## config.mk

```make
export PLATFORM = sky130hd
export DESIGN_NAME = psm_switch
export DESIGN_NICKNAME = d
export VERILOG_FILES = /design/src/rtl/psm_pkg.sv /design/src/rtl/psm_switch.sv
export SDC_FILE = /design/constraint.sdc
export NUM_CORES = 1
export LEC_CHECK = 0
export ABC_AREA = 1
export BUFFER_PORTS_ARGS = -buffer_cell sky130_fd_sc_hd__clkbuf_2
export CORE_AREA = 2 2 354 356
export DETAILED_ROUTE_END_ITERATION = 10
export DIE_AREA = 0 0 356 358
export SLEW_MARGIN = 20
export SYNTH_ARGS = -nofsm -noshare
export SYNTH_HDL_FRONTEND = slang
export SYNTH_SLANG_ARGS = --single-unit
```

## constraint.sdc

```tcl
create_clock -name aclk -period 11 [get_ports aclk]
set_input_delay 2.75 -clock aclk [delete_from_list [all_inputs] [get_ports aclk]]
set_output_delay 2.75 -clock aclk [all_outputs]
set_load 0.005 [all_outputs]
```

## src/rtl/psm_pkg.sv

```systemverilog
// Constants of the packet stream thread mapper: port numbering, connection matrix,
// register map and field layout. Assumes a 12-bit register window behind AXI4-Lite.
package psm_pkg;
    localparam int NUM_SRC = 16;
    localparam int NUM_DST = 16;
    localparam int NUM_THREAD = 64;
    localparam int THREAD_W = 6;
    localparam int DATA_W = 32;
    localparam int DEST_W = 4;
    localparam int ADDR_W = 12;
    // Transmit (source) port numbering
    localparam logic [3:0] SRC_DMA_G = 4'h0;
    localparam logic [3:0] SRC_DMA_L = 4'h1;
    localparam logic [3:0] SRC_GBE = 4'h2;
    localparam logic [3:0] SRC_REASM = 4'hE;
    // Receive (destination) port numbering
    localparam logic [3:0] DST_DMA_G = 4'h0;
    localparam logic [3:0] DST_DMA_L = 4'h1;
    localparam logic [3:0] DST_GBE = 4'h2;
    localparam logic [3:0] DST_ING0 = 4'h3;
    localparam logic [3:0] DST_POST = 4'h8;
    localparam logic [3:0] DST_EG0 = 4'h9;
    localparam logic [3:0] DST_REASM = 4'hC;
    localparam logic [3:0] DST_SA1 = 4'hD;
    localparam logic [3:0] DST_STATS = 4'hF;
    // Allowed destinations per source, row of 16 bits per source, source 15 first
    localparam logic [255:0] CONN_MATRIX = {
        16'h0001, 16'h0FFB, 16'h77FF, 16'h7BFF, 16'h7DFF, 16'h7EFF, 16'h7F7F, 16'h7FBF,
        16'h7FDF, 16'h7FEF, 16'h7FF7, 16'h0003, 16'h0003, 16'h0FFB, 16'h7FFC, 16'hFFFE};
    // Mapper target codes
    localparam logic [3:0] MAP_CODE_MAX = 4'hA;
    localparam logic [3:0] MAP_CODE_ING0 = 4'h2;
    localparam logic [3:0] MAP_FIELD_RST = 4'h0;
    localparam int MAP_FIELD_W = 8;
    // DMA transmit thread allocation
    localparam logic [5:0] DMA_TH_ING0 = 6'h08;
    localparam logic [5:0] DMA_TH_POST = 6'h0D;
    localparam logic [5:0] DMA_TH_EG0 = 6'h0E;
    localparam logic [5:0] DMA_TH_REASM = 6'h11;
    localparam logic [5:0] DMA_TH_SA1 = 6'h12;
    localparam logic [5:0] DMA_TH_STATS = 6'h14;
    localparam logic [5:0] REASM_OUT_THREADS = 6'h20;
    localparam int GBE_PRIOS = 8;
    // Register offsets
    localparam logic [11:0] MAP_BASE = 12'h500;
    localparam logic [11:0] MAP_LAST = 12'h53C;
    localparam logic [11:0] CTRL_OFFS = 12'h600;
    localparam logic [11:0] INT_STAT_OFFS = 12'h604;
    localparam logic [11:0] INT_MASK_OFFS = 12'h608;
    localparam logic [3:0] CTRL_RST = 4'h0;
    localparam logic [3:0] INT_MASK_RST = 4'h0;
    // Control bits
    localparam int CTRL_PWR = 0;
    localparam int CTRL_PA = 1;
    localparam int CTRL_SA = 2;
    localparam int CTRL_GBE = 3;
    // Interrupt bits
    localparam int INT_ROUTE_ERR = 0;
    localparam int INT_GBE = 1;
    localparam int INT_PA = 2;
    localparam int INT_MAP_REJ = 3;
    localparam logic [1:0] RESP_OKAY = 2'h0;
    localparam logic [1:0] RESP_DECERR = 2'h3;
    typedef enum logic [2:0] {SEL_NONE, SEL_MAP, SEL_CTRL, SEL_STAT, SEL_MASK} psm_sel_t;
endpackage

```

## src/rtl/psm_switch.sv

```systemverilog
// Packet streaming switch with Ethernet thread mapper, power/clock control and
// interrupt merge. Assumes sources hold valid, dest, thread and data until src_ready.
//
// Notes on behaviour
// Ethernet source thread equals port times eight plus priority, 64 threads.
// Each Ethernet thread goes to one target from its mapper code.
// Ethernet threads sent to a DMA keep their thread number.
// Mapper writes of 11 or more leave that field unchanged.
// Each mapper word holds four byte fields, low byte lowest thread.
// All mapper fields reset to zero, the global DMA.
// Only transfers in the fixed connection matrix pass; others are dropped.
// DMA transmit thread number selects the destination component.
// Reassembly takes from ingress 0 and 3, returns to ingress 1 and 4.
// Reassembly accepts 64 input threads and emits only 32 threads.
// Software routes accelerator traffic through the local DMA.
// Software brings up power, clocks, queues, DMA, then mapper and engines.
// Software initialises packet accelerator before security accelerator.
// One power domain, off after reset, switched as a whole.
// Accelerator and switch clocks gate apart; packet clock runs if others used.
// Several interrupt sources merge into one line.
// Sixteen mapper words at four-byte stride from the printed offset.
`timescale 1ns/1ps
`default_nettype none
module psm_switch (
    input wire logic aclk,
    input wire logic aresetn,
    input wire logic [11:0] s_axi_awaddr,
    input wire logic s_axi_awvalid,
    output logic s_axi_awready,
    input wire logic [31:0] s_axi_wdata,
    input wire logic [3:0] s_axi_wstrb,
    input wire logic s_axi_wvalid,
    output logic s_axi_wready,
    output logic [1:0] s_axi_bresp,
    output logic s_axi_bvalid,
    input wire logic s_axi_bready,
    input wire logic [11:0] s_axi_araddr,
    input wire logic s_axi_arvalid,
    output logic s_axi_arready,
    output logic [31:0] s_axi_rdata,
    output logic [1:0] s_axi_rresp,
    output logic s_axi_rvalid,
    input wire logic s_axi_rready,
    input wire logic [15:0] src_valid,
    output logic [15:0] src_ready,
    input wire logic [63:0] src_dest,
    input wire logic [95:0] src_thread,
    input wire logic [511:0] src_data,
    input wire logic [15:0] src_last,
    output logic [15:0] dst_valid,
    input wire logic [15:0] dst_ready,
    output logic [5:0] dst_thread,
    output logic [31:0] dst_data,
    output logic dst_last,
    input wire logic gbe_irq,
    input wire logic pa_irq,
    output logic irq,
    output logic power_on,
    output logic pa_clk_en,
    output logic sa_clk_en,
    output logic gbe_clk_en
);
    typedef enum logic [1:0] {SW_IDLE, SW_GRANT, SW_HOLD} psm_state_t;

    function automatic psm_pkg::psm_sel_t psm_decode(input logic [11:0] a);
        if (a >= psm_pkg::MAP_BASE && a <= psm_pkg::MAP_LAST) begin
            return psm_pkg::SEL_MAP;
        end else if (a == psm_pkg::CTRL_OFFS) begin
            return psm_pkg::SEL_CTRL;
        end else if (a == psm_pkg::INT_STAT_OFFS) begin
            return psm_pkg::SEL_STAT;
        end else if (a == psm_pkg::INT_MASK_OFFS) begin
            return psm_pkg::SEL_MASK;
        end else begin
            return psm_pkg::SEL_NONE;
        end
    endfunction

    // Round robin pick, searching upward from the port after the last winner
    function automatic logic [3:0] psm_pick(input logic [15:0] req, input logic [3:0] last);
        logic [3:0] idx;
        logic [3:0] res;
        res = last;
        for (int k = 16; k >= 1; k--) begin
            idx = last + k[3:0];
            if (req[idx]) begin
                res = idx;
            end
        end
        return res;
    endfunction

    // AXI4-Lite slave state
    logic awready_reg, wready_reg, bvalid_reg, arready_reg, rvalid_reg;
    logic aw_got_reg, w_got_reg;
    logic [11:0] wr_addr_reg;
    logic [31:0] wr_data_reg, rdata_reg;
    logic [3:0] wr_strb_reg;
    logic [1:0] bresp_reg, rresp_reg;
    logic [3:0] map_reg [64];
    logic [3:0] ctrl_reg, int_stat_reg, int_mask_reg;
    logic irq_reg, power_on_reg, pa_clk_en_reg, sa_clk_en_reg, gbe_clk_en_reg;

    wire aw_hs = s_axi_awvalid & awready_reg;
    wire w_hs = s_axi_wvalid & wready_reg;
    wire ar_hs = s_axi_arvalid & arready_reg;
    wire do_write = aw_got_reg & w_got_reg & ~bvalid_reg;
    wire aw_got_next = (aw_got_reg | aw_hs) & ~do_write;
    wire w_got_next = (w_got_reg | w_hs) & ~do_write;
    wire bvalid_next = do_write | (bvalid_reg & ~s_axi_bready);
    wire rvalid_next = ar_hs | (rvalid_reg & ~s_axi_rready);
    psm_pkg::psm_sel_t wr_sel, rd_sel;
    assign wr_sel = psm_decode(wr_addr_reg);
    assign rd_sel = psm_decode(s_axi_araddr);
    wire [3:0] wr_word = wr_addr_reg[5:2];
    wire [3:0] rd_word = s_axi_araddr[5:2];
    wire map_wr = do_write & (wr_sel == psm_pkg::SEL_MAP);
    wire ctrl_wr = do_write & (wr_sel == psm_pkg::SEL_CTRL);
    wire stat_wr = do_write & (wr_sel == psm_pkg::SEL_STAT);
    wire mask_wr = do_write & (wr_sel == psm_pkg::SEL_MASK);

    always_ff @(posedge aclk) begin
        if (!aresetn) begin
            aw_got_reg <= 1'b0;
            w_got_reg <= 1'b0;
            awready_reg <= 1'b0;
            wready_reg <= 1'b0;
            bvalid_reg <= 1'b0;
            bresp_reg <= psm_pkg::RESP_OKAY;
            wr_addr_reg <= 12'h000;
            wr_data_reg <= 32'h00000000;
            wr_strb_reg <= 4'h0;
        end else begin
            aw_got_reg <= aw_got_next;
            w_got_reg <= w_got_next;
            awready_reg <= ~aw_got_next & ~bvalid_next;
            wready_reg <= ~w_got_next & ~bvalid_next;
            bvalid_reg <= bvalid_next;
            if (aw_hs) begin
                wr_addr_reg <= s_axi_awaddr;
            end
            if (w_hs) begin
                wr_data_reg <= s_axi_wdata;
                wr_strb_reg <= s_axi_wstrb;
            end
            if (do_write) begin
                bresp_reg <= (wr_sel == psm_pkg::SEL_NONE) ? psm_pkg::RESP_DECERR : psm_pkg::RESP_OKAY;
            end
        end
    end

    // Read path; mapper fields read back zero-extended to their byte
    logic [31:0] rd_value;
    always_comb begin
        rd_value = 32'h00000000;
        if (rd_sel == psm_pkg::SEL_MAP) begin
            for (int b = 0; b < 4; b++) begin
                rd_value[b*psm_pkg::MAP_FIELD_W +: 4] = map_reg[{rd_word, b[1:0]}];
            end
        end else if (rd_sel == psm_pkg::SEL_CTRL) begin
            rd_value[3:0] = ctrl_reg;
        end else if (rd_sel == psm_pkg::SEL_STAT) begin
            rd_value[3:0] = int_stat_reg;
        end else if (rd_sel == psm_pkg::SEL_MASK) begin
            rd_value[3:0] = int_mask_reg;
        end
    end

    always_ff @(posedge aclk) begin
        if (!aresetn) begin
            arready_reg <= 1'b0;
            rvalid_reg <= 1'b0;
            rdata_reg <= 32'h00000000;
            rresp_reg <= psm_pkg::RESP_OKAY;
        end else begin
            arready_reg <= ~rvalid_next & ~ar_hs;
            rvalid_reg <= rvalid_next;
            if (ar_hs) begin
                rdata_reg <= rd_value;
                rresp_reg <= (rd_sel == psm_pkg::SEL_NONE) ? psm_pkg::RESP_DECERR : psm_pkg::RESP_OKAY;
            end
        end
    end

    // Mapper fields; byte strobes select fields, illegal codes are dropped
    logic [63:0] map_rej;
    genvar gi;
    generate
        for (gi = 0; gi < psm_pkg::NUM_THREAD; gi++) begin : g_map
            localparam int BYTE = gi % 4;
            wire [7:0] wval = wr_data_reg[BYTE*psm_pkg::MAP_FIELD_W +: psm_pkg::MAP_FIELD_W];
            // Word select stride
            wire hit = map_wr & (wr_word == 4'(gi / 4)) & wr_strb_reg[BYTE];
            // Illegal code check
            wire legal = (wval <= {4'h0, psm_pkg::MAP_CODE_MAX});
            assign map_rej[gi] = hit & ~legal;
            always_ff @(posedge aclk) begin
                if (!aresetn) begin
                    // Reset to global DMA
                    map_reg[gi] <= psm_pkg::MAP_FIELD_RST;
                end else if (hit && legal) begin
                    // Byte field store
                    map_reg[gi] <= wval[3:0];
                end
            end
        end
    endgenerate

    // Switch datapath
    psm_state_t state_reg, state_next;
    logic [3:0] win_reg, win_next;
    logic [15:0] src_ready_reg, dst_valid_reg;
    logic [5:0] out_thread_reg;
    logic [31:0] out_data_reg;
    logic out_last_reg;
    logic [3:0] out_dest_reg;

    // No new grant while powered down; switch lives on the packet clock
    wire switch_run = ctrl_reg[psm_pkg::CTRL_PWR] & pa_clk_en_reg;
    wire [5:0] w_thread = src_thread[win_reg*6 +: 6];
    wire [3:0] w_code = map_reg[w_thread];

    // DMA thread to destination
    logic [3:0] dma_dest;
    logic dma_ok;
    always_comb begin
        dma_ok = 1'b1;
        if (w_thread < psm_pkg::DMA_TH_ING0) begin
            dma_dest = psm_pkg::DST_GBE;
        end else if (w_thread < psm_pkg::DMA_TH_POST) begin
            dma_dest = 4'(w_thread - psm_pkg::DMA_TH_ING0) + psm_pkg::DST_ING0;
        end else if (w_thread == psm_pkg::DMA_TH_POST) begin
            dma_dest = psm_pkg::DST_POST;
        end else if (w_thread < psm_pkg::DMA_TH_REASM) begin
            dma_dest = 4'(w_thread - psm_pkg::DMA_TH_EG0) + psm_pkg::DST_EG0;
        end else if (w_thread == psm_pkg::DMA_TH_REASM) begin
            dma_dest = psm_pkg::DST_REASM;
        end else if (w_thread < psm_pkg::DMA_TH_STATS) begin
            dma_dest = 4'(w_thread - psm_pkg::DMA_TH_SA1) + psm_pkg::DST_SA1;
        end else begin
            dma_dest = psm_pkg::DST_STATS;
            dma_ok = (w_thread == psm_pkg::DMA_TH_STATS);
        end
    end

    // Mapper code to target; codes 2 and up skip the Ethernet receive slot
    wire [3:0] gbe_dest = (w_code < psm_pkg::MAP_CODE_ING0) ? w_code : w_code + 4'h1;
    wire is_dma = (win_reg == psm_pkg::SRC_DMA_G) | (win_reg == psm_pkg::SRC_DMA_L);
    wire [3:0] w_dest = is_dma ? dma_dest :
                        (win_reg == psm_pkg::SRC_GBE) ? gbe_dest : src_dest[win_reg*4 +: 4];
    // Reassembly output limited to 32 threads
    wire reasm_ok = (win_reg != psm_pkg::SRC_REASM) | (w_thread < psm_pkg::REASM_OUT_THREADS);
    // Connection matrix check; reassembly paths are rows of it
    wire conn_ok = psm_pkg::CONN_MATRIX[{win_reg, w_dest}];
    wire route_ok = conn_ok & reasm_ok & (~is_dma | dma_ok);
    wire route_err = (state_reg == SW_GRANT) & ~route_ok;
    wire out_take = (state_reg == SW_HOLD) & dst_ready[out_dest_reg];

    always_comb begin
        state_next = state_reg;
        win_next = win_reg;
        case (state_reg)
            SW_IDLE: begin
                if (switch_run && (src_valid != 16'h0000)) begin
                    win_next = psm_pick(src_valid, win_reg);
                    state_next = SW_GRANT;
                end
            end
            SW_GRANT: begin
                state_next = route_ok ? SW_HOLD : SW_IDLE;
            end
            SW_HOLD: begin
                if (out_take) begin
                    state_next = SW_IDLE;
                end
            end
            default: begin
                state_next = SW_IDLE;
            end
        endcase
    end

    always_ff @(posedge aclk) begin
        if (!aresetn) begin
            state_reg <= SW_IDLE;
            win_reg <= 4'hF;
            src_ready_reg <= 16'h0000;
            dst_valid_reg <= 16'h0000;
            out_thread_reg <= 6'h00;
            out_data_reg <= 32'h00000000;
            out_last_reg <= 1'b0;
            out_dest_reg <= 4'h0;
        end else begin
            state_reg <= state_next;
            win_reg <= win_next;
            src_ready_reg <= (state_next == SW_GRANT) ? (16'h0001 << win_next) : 16'h0000;
            if (state_reg == SW_GRANT && route_ok) begin
                // Thread number passes unchanged; it holds port and priority
                out_thread_reg <= w_thread;
                out_data_reg <= src_data[win_reg*32 +: 32];
                out_last_reg <= src_last[win_reg];
                out_dest_reg <= w_dest;
                dst_valid_reg <= 16'h0001 << w_dest;
            end else if (out_take) begin
                dst_valid_reg <= 16'h0000;
            end
        end
    end

    // Control, power and clock enables
    always_ff @(posedge aclk) begin
        if (!aresetn) begin
            ctrl_reg <= psm_pkg::CTRL_RST;
            int_mask_reg <= psm_pkg::INT_MASK_RST;
            int_stat_reg <= 4'h0;
            irq_reg <= 1'b0;
            power_on_reg <= 1'b0;
            pa_clk_en_reg <= 1'b0;
            sa_clk_en_reg <= 1'b0;
            gbe_clk_en_reg <= 1'b0;
        end else begin
            if (ctrl_wr && wr_strb_reg[0]) begin
                ctrl_reg <= wr_data_reg[3:0];
            end
            if (mask_wr && wr_strb_reg[0]) begin
                int_mask_reg <= wr_data_reg[3:0];
            end
            // Set wins over a same-cycle write-one clear
            int_stat_reg <= (int_stat_reg & ~((stat_wr && wr_strb_reg[0]) ? wr_data_reg[3:0] : 4'h0))
                            | {(|map_rej), pa_irq, gbe_irq, route_err};
            // Merge onto one line
            irq_reg <= |(int_stat_reg & int_mask_reg);
            // Whole domain switches together
            power_on_reg <= ctrl_reg[psm_pkg::CTRL_PWR];
            // Packet clock forced on when either other domain runs
            pa_clk_en_reg <= ctrl_reg[psm_pkg::CTRL_PWR] & (ctrl_reg[psm_pkg::CTRL_PA]
                             | ctrl_reg[psm_pkg::CTRL_SA] | ctrl_reg[psm_pkg::CTRL_GBE]);
            sa_clk_en_reg <= ctrl_reg[psm_pkg::CTRL_PWR] & ctrl_reg[psm_pkg::CTRL_SA];
            gbe_clk_en_reg <= ctrl_reg[psm_pkg::CTRL_PWR] & ctrl_reg[psm_pkg::CTRL_GBE];
        end
    end

    assign s_axi_awready = awready_reg;
    assign s_axi_wready = wready_reg;
    assign s_axi_bvalid = bvalid_reg;
    assign s_axi_bresp = bresp_reg;
    assign s_axi_arready = arready_reg;
    assign s_axi_rvalid = rvalid_reg;
    assign s_axi_rdata = rdata_reg;
    assign s_axi_rresp = rresp_reg;
    assign src_ready = src_ready_reg;
    assign dst_valid = dst_valid_reg;
    assign dst_thread = out_thread_reg;
    assign dst_data = out_data_reg;
    assign dst_last = out_last_reg;
    assign irq = irq_reg;
    assign power_on = power_on_reg;
    assign pa_clk_en = pa_clk_en_reg;
    assign sa_clk_en = sa_clk_en_reg;
    assign gbe_clk_en = gbe_clk_en_reg;
endmodule // psm_switch
`default_nettype wire

```

; After elaboration in Yosys (flattened, before gate mapping)
; Memory sizes are Yosys's and may differ from the RTL's.
; Cells that the tools add are included.
[word_totals]
regBits = 173
ram_bits = 256
romBits = 256
input_bits = 789
output_inout_bits = 117
elab_cells = 818
mem_count = 2
[classes]
addsub = 22
multipliers = 1
magnitude_cmp = 32
n_eq_ne = 38
n_shift = 5
muxes = 348
bitwise = 260
reduce_logical = 81
[memory_table]
columns = name, depth, width, rd, rd_clocked_by_memory_dff, write_ports, line_no
row1 = (no name shown), 256, 1, 1, 0, 0, psm_switch.sv:254  ; wire conn_ok = psm_pkg::CONN_MATRIX[{win_reg, w_dest}];
row2 = map_reg, 64, 4, 5, 0, 64, psm_switch.sv:100  ; logic [3:0] map_reg [64];
[op_table]
columns = cell, count
row1 = $shiftx 512x10->32, 1
row2 = $mux 4, 98
row3 = $mux 1, 217
row4 = $and 1x1->1, 168
row5 = $shiftx 96x8->6, 1
row6 = $lt 4x5->1 const B, 17
row7 = $or 1x1->1, 73
row8 = $eq 12x11->1 const B, 6
row9 = $logic_and 1x1->1, 71
row10 = $bmux 1 s4, 17
row11 = $reduce_or 64->1, 1
row12 = $shiftx 64x7->4, 1
row13 = $add 4x4->4 const B, 10
row14 = $eq 4x4->1 const B, 8
row15 = $le 8x4->1 const B, 4
row16 = $mux 16, 2
row17 = $shl 1x4->16 const A, 2
row18 = $ge 12x11->1 const B, 2
row19 = $le 12x11->1 const B, 2
row20 = $mux 3, 8
row21 = $add 4x3->4 const B, 4
row22 = $eq 4x3->1 const B, 4
row23 = $reduce_bool 16->1, 1
row24 = $not 1->1, 15
row25 = other kinds (31), 54

; Longest topological paths before layout
[depth]
word_depth = 21
mapped_depth = 42

; Worst setup path after synthesis
; No wires, ideal clock.
[synth_timing]
path_type = input to register
start = in src_thread[42]
end = reg out_data_reg[22] (netlist: dst_data[22])
arrival_time_ns = 6.030
required_ns = 10.888
path_slack_ns = 4.858
path_stages = 36
path_buffers = 4
cell_sequence = inv_1 -> nand2_1 -> nand3_1 -> nand3_1 -> nand3_2 -> nand2_2 -> buf_4 -> buf_2 -> nand2_1 -> nand3_1 -> nand2_1 -> nor2_1 -> nand2_1 -> nand3_1 -> nand2_1 -> a21oi_2 -> ha_1 -> inv_1 -> nand3_1 -> nand2_1 -> nand3_1 -> nand2_1 -> nand2_1 -> inv_1 -> nand3_2 -> inv_1 -> nand2_1 -> nand3_1 -> nand2_1 -> nand3_2 -> a21oi_4 -> nand3_2 -> buf_6 -> buf_6 -> a21oi_2 -> nor2_1
[synth_via]
elab_chain_cells = 15
elab_cells_between_ends = 40
[synth_lines]
columns = item, line_no
row1 = "start, declared", psm_switch.sv:47  ; input wire logic [95:0] src_thread,
row2 = $shiftx 96x8->6 *, psm_switch.sv:220  ; wire [5:0] w_thread = src_thread[win_reg*6 +: 6];
row3 = $sub 4x2->4, psm_switch.sv:239  ; dma_dest = 4'(w_thread - psm_pkg::DMA_TH_SA1) + psm_pkg::DST_SA1;
row4 = $add 4x4->4, psm_switch.sv:239
row5 = $mux 4, psm_switch.sv:238  ; end else if (w_thread < psm_pkg::DMA_TH_STATS) begin
row6 = $mux 4, psm_switch.sv:236  ; end else if (w_thread == psm_pkg::DMA_TH_REASM) begin
row7 = $mux 4, psm_switch.sv:234  ; end else if (w_thread < psm_pkg::DMA_TH_REASM) begin
row8 = $mux 4, psm_switch.sv:232  ; end else if (w_thread == psm_pkg::DMA_TH_POST) begin
row9 = $mux 4, psm_switch.sv:230  ; end else if (w_thread < psm_pkg::DMA_TH_POST) begin
row10 = $mux 4, psm_switch.sv:228  ; if (w_thread < psm_pkg::DMA_TH_ING0) begin
row11 = $mux 4, psm_switch.sv:249  ; wire [3:0] w_dest = is_dma ? dma_dest :
row12 = $mem_v2 256x1, -
row13 = $mux 1 (not written as such), psm_switch.sv:254
row14 = $and 1x1->1, psm_switch.sv:255  ; wire route_ok = conn_ok & reasm_ok & (~is_dma | dma_ok);
row15 = $and 1x1->1 *, psm_switch.sv:255
row16 = $logic_and 1x1->1 *, psm_switch.sv:297  ; if (state_reg == SW_GRANT && route_ok) begin
row17 = "end signal, assigned", psm_switch.sv:300  ; out_data_reg <= src_data[win_reg*32 +: 32];
row18 = "end, declared", psm_switch.sv:214  ; logic [31:0] out_data_reg;
; Mark *: on every way between the ends. The rest lies on a longest branch, timed or not. The select of a mux whose other input is x is not followed.
; A chain may end at the register's enable or synchronous reset.

; Final worst setup path
[layout_timing]
start = in src_thread[90]
end = reg out_data_reg[2] (netlist: dst_data[2])
; Same word-level chain as after synthesis.

==> key figures <==
Yosys
  • Simple-gate share of the synthesized area: 0.2955
  • Gate Count Post-Synth: 4279
  • Post-synth EDFFs: 256
  • FFs w/ async S/R, synth: 0
  • Largest family of logic cells by synthesized area: simple AND/OR/NAND/NOR gates
  • Sequential share of the synthesized area: 0.3825
  • Synth Warn #: 0
  • Mux share of post-synthesis cell area: 0.004178
  • Complex-gate fraction of the synthesized area: 0.2213
  • Largest area contributor in the netlist: edfxtp_1
  • Synth top cells by count: nor2_1, nand2_1, o21ai_0
  • Synthesized area per cell: 6.789 µm²
  • Area share of the largest cell type after synthesis: 0.2646
  • Synth area leaders: edfxtp_1, dfxtp_1, o21ai_0
  • Most common cell in the netlist: nor2_1
  • Adder-Cell Fraction of Synth Area: 0.006461
  • Post-synth cell types: 50
  • Area share of xor/xnor cells in the synthesized design: 0.002110
  • Main flop type after synthesis: edfxtp_1
  • Post-Synthesis Cell Area: 29050 µm²
  • Synthesized flop and latch total: 427

Placed design
  • DP Wirelength: 141600 µm
  • PortBufs: 889
  • GPL Wtd Cong: 1.041

Worst setup path
  • Crit path launch type: primary input
  • WP data required: 11.56 ns
  • CP max FO: 72
  • Crit Path Class: in -> reg
  • WP data arrival: 8.96 ns
  • Slowest-stage cell, CP: inv_2
  • Most frequent CP cell: nand2_1
  • Setup crit end kind: register
  • Reg-to-Reg Start: win_reg[0]$_SDFF_PN1_
  • CP startpoint: src_thread[90]
  • Crit-path max cell delay: 0.82 ns

Final layout
  • Max reg flops: 256
  • Area Growth Syn to Fin: 26.05%
  • Share of cells above drive strength 1: 0.2196
  • Final core utilization: 0.2969
  • Nets: 5759

CTS
  • H-tree depth: 2
  • Clock transition at path regs: 0.06 ns
  • Post-CTS Hold Fix Bufs: 0
  • Post-CTS Resized: 0
  • Clock tree sinks: 427
  • Setup Fix Bufs, Post-CTS: 0
  • CTS tree: done
  • Root Buffer: clkbuf_16
  • Clk buf depth: 3
  • Total CTS buffers: 53
  • Clock insertion delay at the later pin of the skew report: 0.68 ns

STA
  • Fin Setup TNS: 0 ns
  • Max-slew violations: 0
  • Final clock skew: 0.05176 ns
  • Fin. Hold Viols: 0
  • Worst rel slew slack: 0.1827
  • RSZ-0062 raised after global routing: no
  • Crit share post-route: 0.7631
  • Final worst path period need: 8.394 ns
  • Worst-Margin Slew: 1.213 ns
  • FMAX: 119.1 MHz
  • Finish-stage setup viols: 0

Floorplan
  • I/O pins: 906
  • Die height: 358 µm
  • Die ar.: 127400 µm²
  • Chip width: 356 µm
  • Number of core rows: 129
  • Core area: 123300 µm²
  • Initial Utilization: 0.2356

Power
  • Worst vdd ir: 0.1186 mV
  • Leakage power: 15.19 nW
  • PD cells: 118.8 nW/µm²

GRT
  • Vias in the first global route: 31679
  • Largest net degree at the start of global routing: 162
  • Antenna violations before repair: 62
  • First-pass GRT wire length: 242700 µm
  • GRT Total Usage: 0.2685
  • Total gr overflow: 0

Routing
  • Mean routed wirelength per cell: 27.28 µm
  • Number of routed nets with antenna violations: 0
  • Via count: 35730
  • DR DRC count: 0
  • Router iterations before antenna repair: 9
  • WL final: 182100 µm
  • Initial DRC count: 5286
  • Vias/cell: 5.354

Worst hold path
  • Worst min-delay path class: reg -> reg
  • Worst hold path startpoint: aw_got_reg$_SDFF_PN0_

Run status
  • Outcome: complete, no violations

Job
  • Max Cap Violations: 0
-- worst paths after layout --
kind	end	slack [ns]	cells past startpoint
worst max-delay path	dst_data[2]$_SDFFE_PN0P_	2.61	38
worst min-delay path	s_axi_awready$_SDFF_PN0_	0.43	1
worst max register to register	dst_data[2]$_SDFFE_PN0P_	3.38	37
worst min register to register	s_axi_awready$_SDFF_PN0_	0.43	1
-- metrics by stage --
stage | worst slack [ns] | hold WS (ns) | instances | power [mW] | area (µm²)
after floorplan | 4.858 | 0.3987 | 4294 | 2.106 | 29110
after global placement | 2.353 | 0.4132 | 6536 | 2.439 | 34600
after detailed placement | 2.230 | 0.4111 | 6536 | 2.442 | 34600
after CTS | 2.883 | 0.4261 | 6636 | 4.354 | 36490
after global routing | 2.141 | 0.4375 | 6660 | 4.482 | 36580
final | 2.606 | 0.4292 | 6674 | 4.348 | 36620
-- final cells by class --
class	instances	area, µm²
diodes	37	92.59
clock buffers	61	1376
clock inverters	39	511.7
fillers	13736	86700
inverters	270	1028
multi-input cells	3252	15480
flip-flops and latches	427	11130
well taps	1637	2048
repair buffers	951	4954
-- critical path, delay by kind of cell --
| family | cells | cell delay (ns) |
|---|---|---|
| and+or+nand+nor | 28 | 3.23 |
| buffers and inverters | 8 | 2.46 |
| adders and majority gates | 1 | 0.18 |
| AOI/OAI and AO/OA | 1 | 0.11 |
-- cells in the final DEF, fill, tap and decap left out, drive strengths merged, types with 4 or more instances in the layout --
master	synthesis	routed
mux2i	11	11
o31ai	6	6
nand4	61	61
o21a	7	7
nor3	22	22
xor2	6	6
ha	15	15
inv	254	257
a221oi	6	6
o22ai	153	153
dfxtp	171	171
nor2	817	817
clkinvlp	0	5
nand2	774	774
diode	0	37
clkinv	16	38
o211ai	30	30
o221ai	84	84
nor4	7	7
conb	1	16
o2111ai	13	13
o21ai	625	625
o311ai	4	4
nand3b	5	5
bufinv	0	9
clkbuf	232	949
a22oi	13	13
or2	7	7
edfxtp	256	256
nand3	387	387
buf	113	63
a31oi	7	7
a21oi	166	166
-- cell families after synthesis --
kind of cell	after synthesis
mux	12
buf+inv	615
fa+ha+maj	15
simple gates	2080
flops	427
xor+xnor	7
other cells	1
compound gates	1122
-- power by group --
group / switching [mW] / internal (mW)
Sequential: 0.0363 / 1.74
Clock: 0.792 / 1.12
Combinational: 0.435 / 0.222
Total: 1.26 / 3.08
-- per-layer routing --
metal / GRT usage / up-vias / wire length [µm]
met2: 0.4223 / 2303 / 82870
li1: - / 16118 / -
met5: 0 / - / 173
met3: 0.08097 / 393 / 19790
met4: 0.1660 / 26 / 11480
met1: 0.3210 / 16890 / 67770
(Power assumes the default switching activity.)
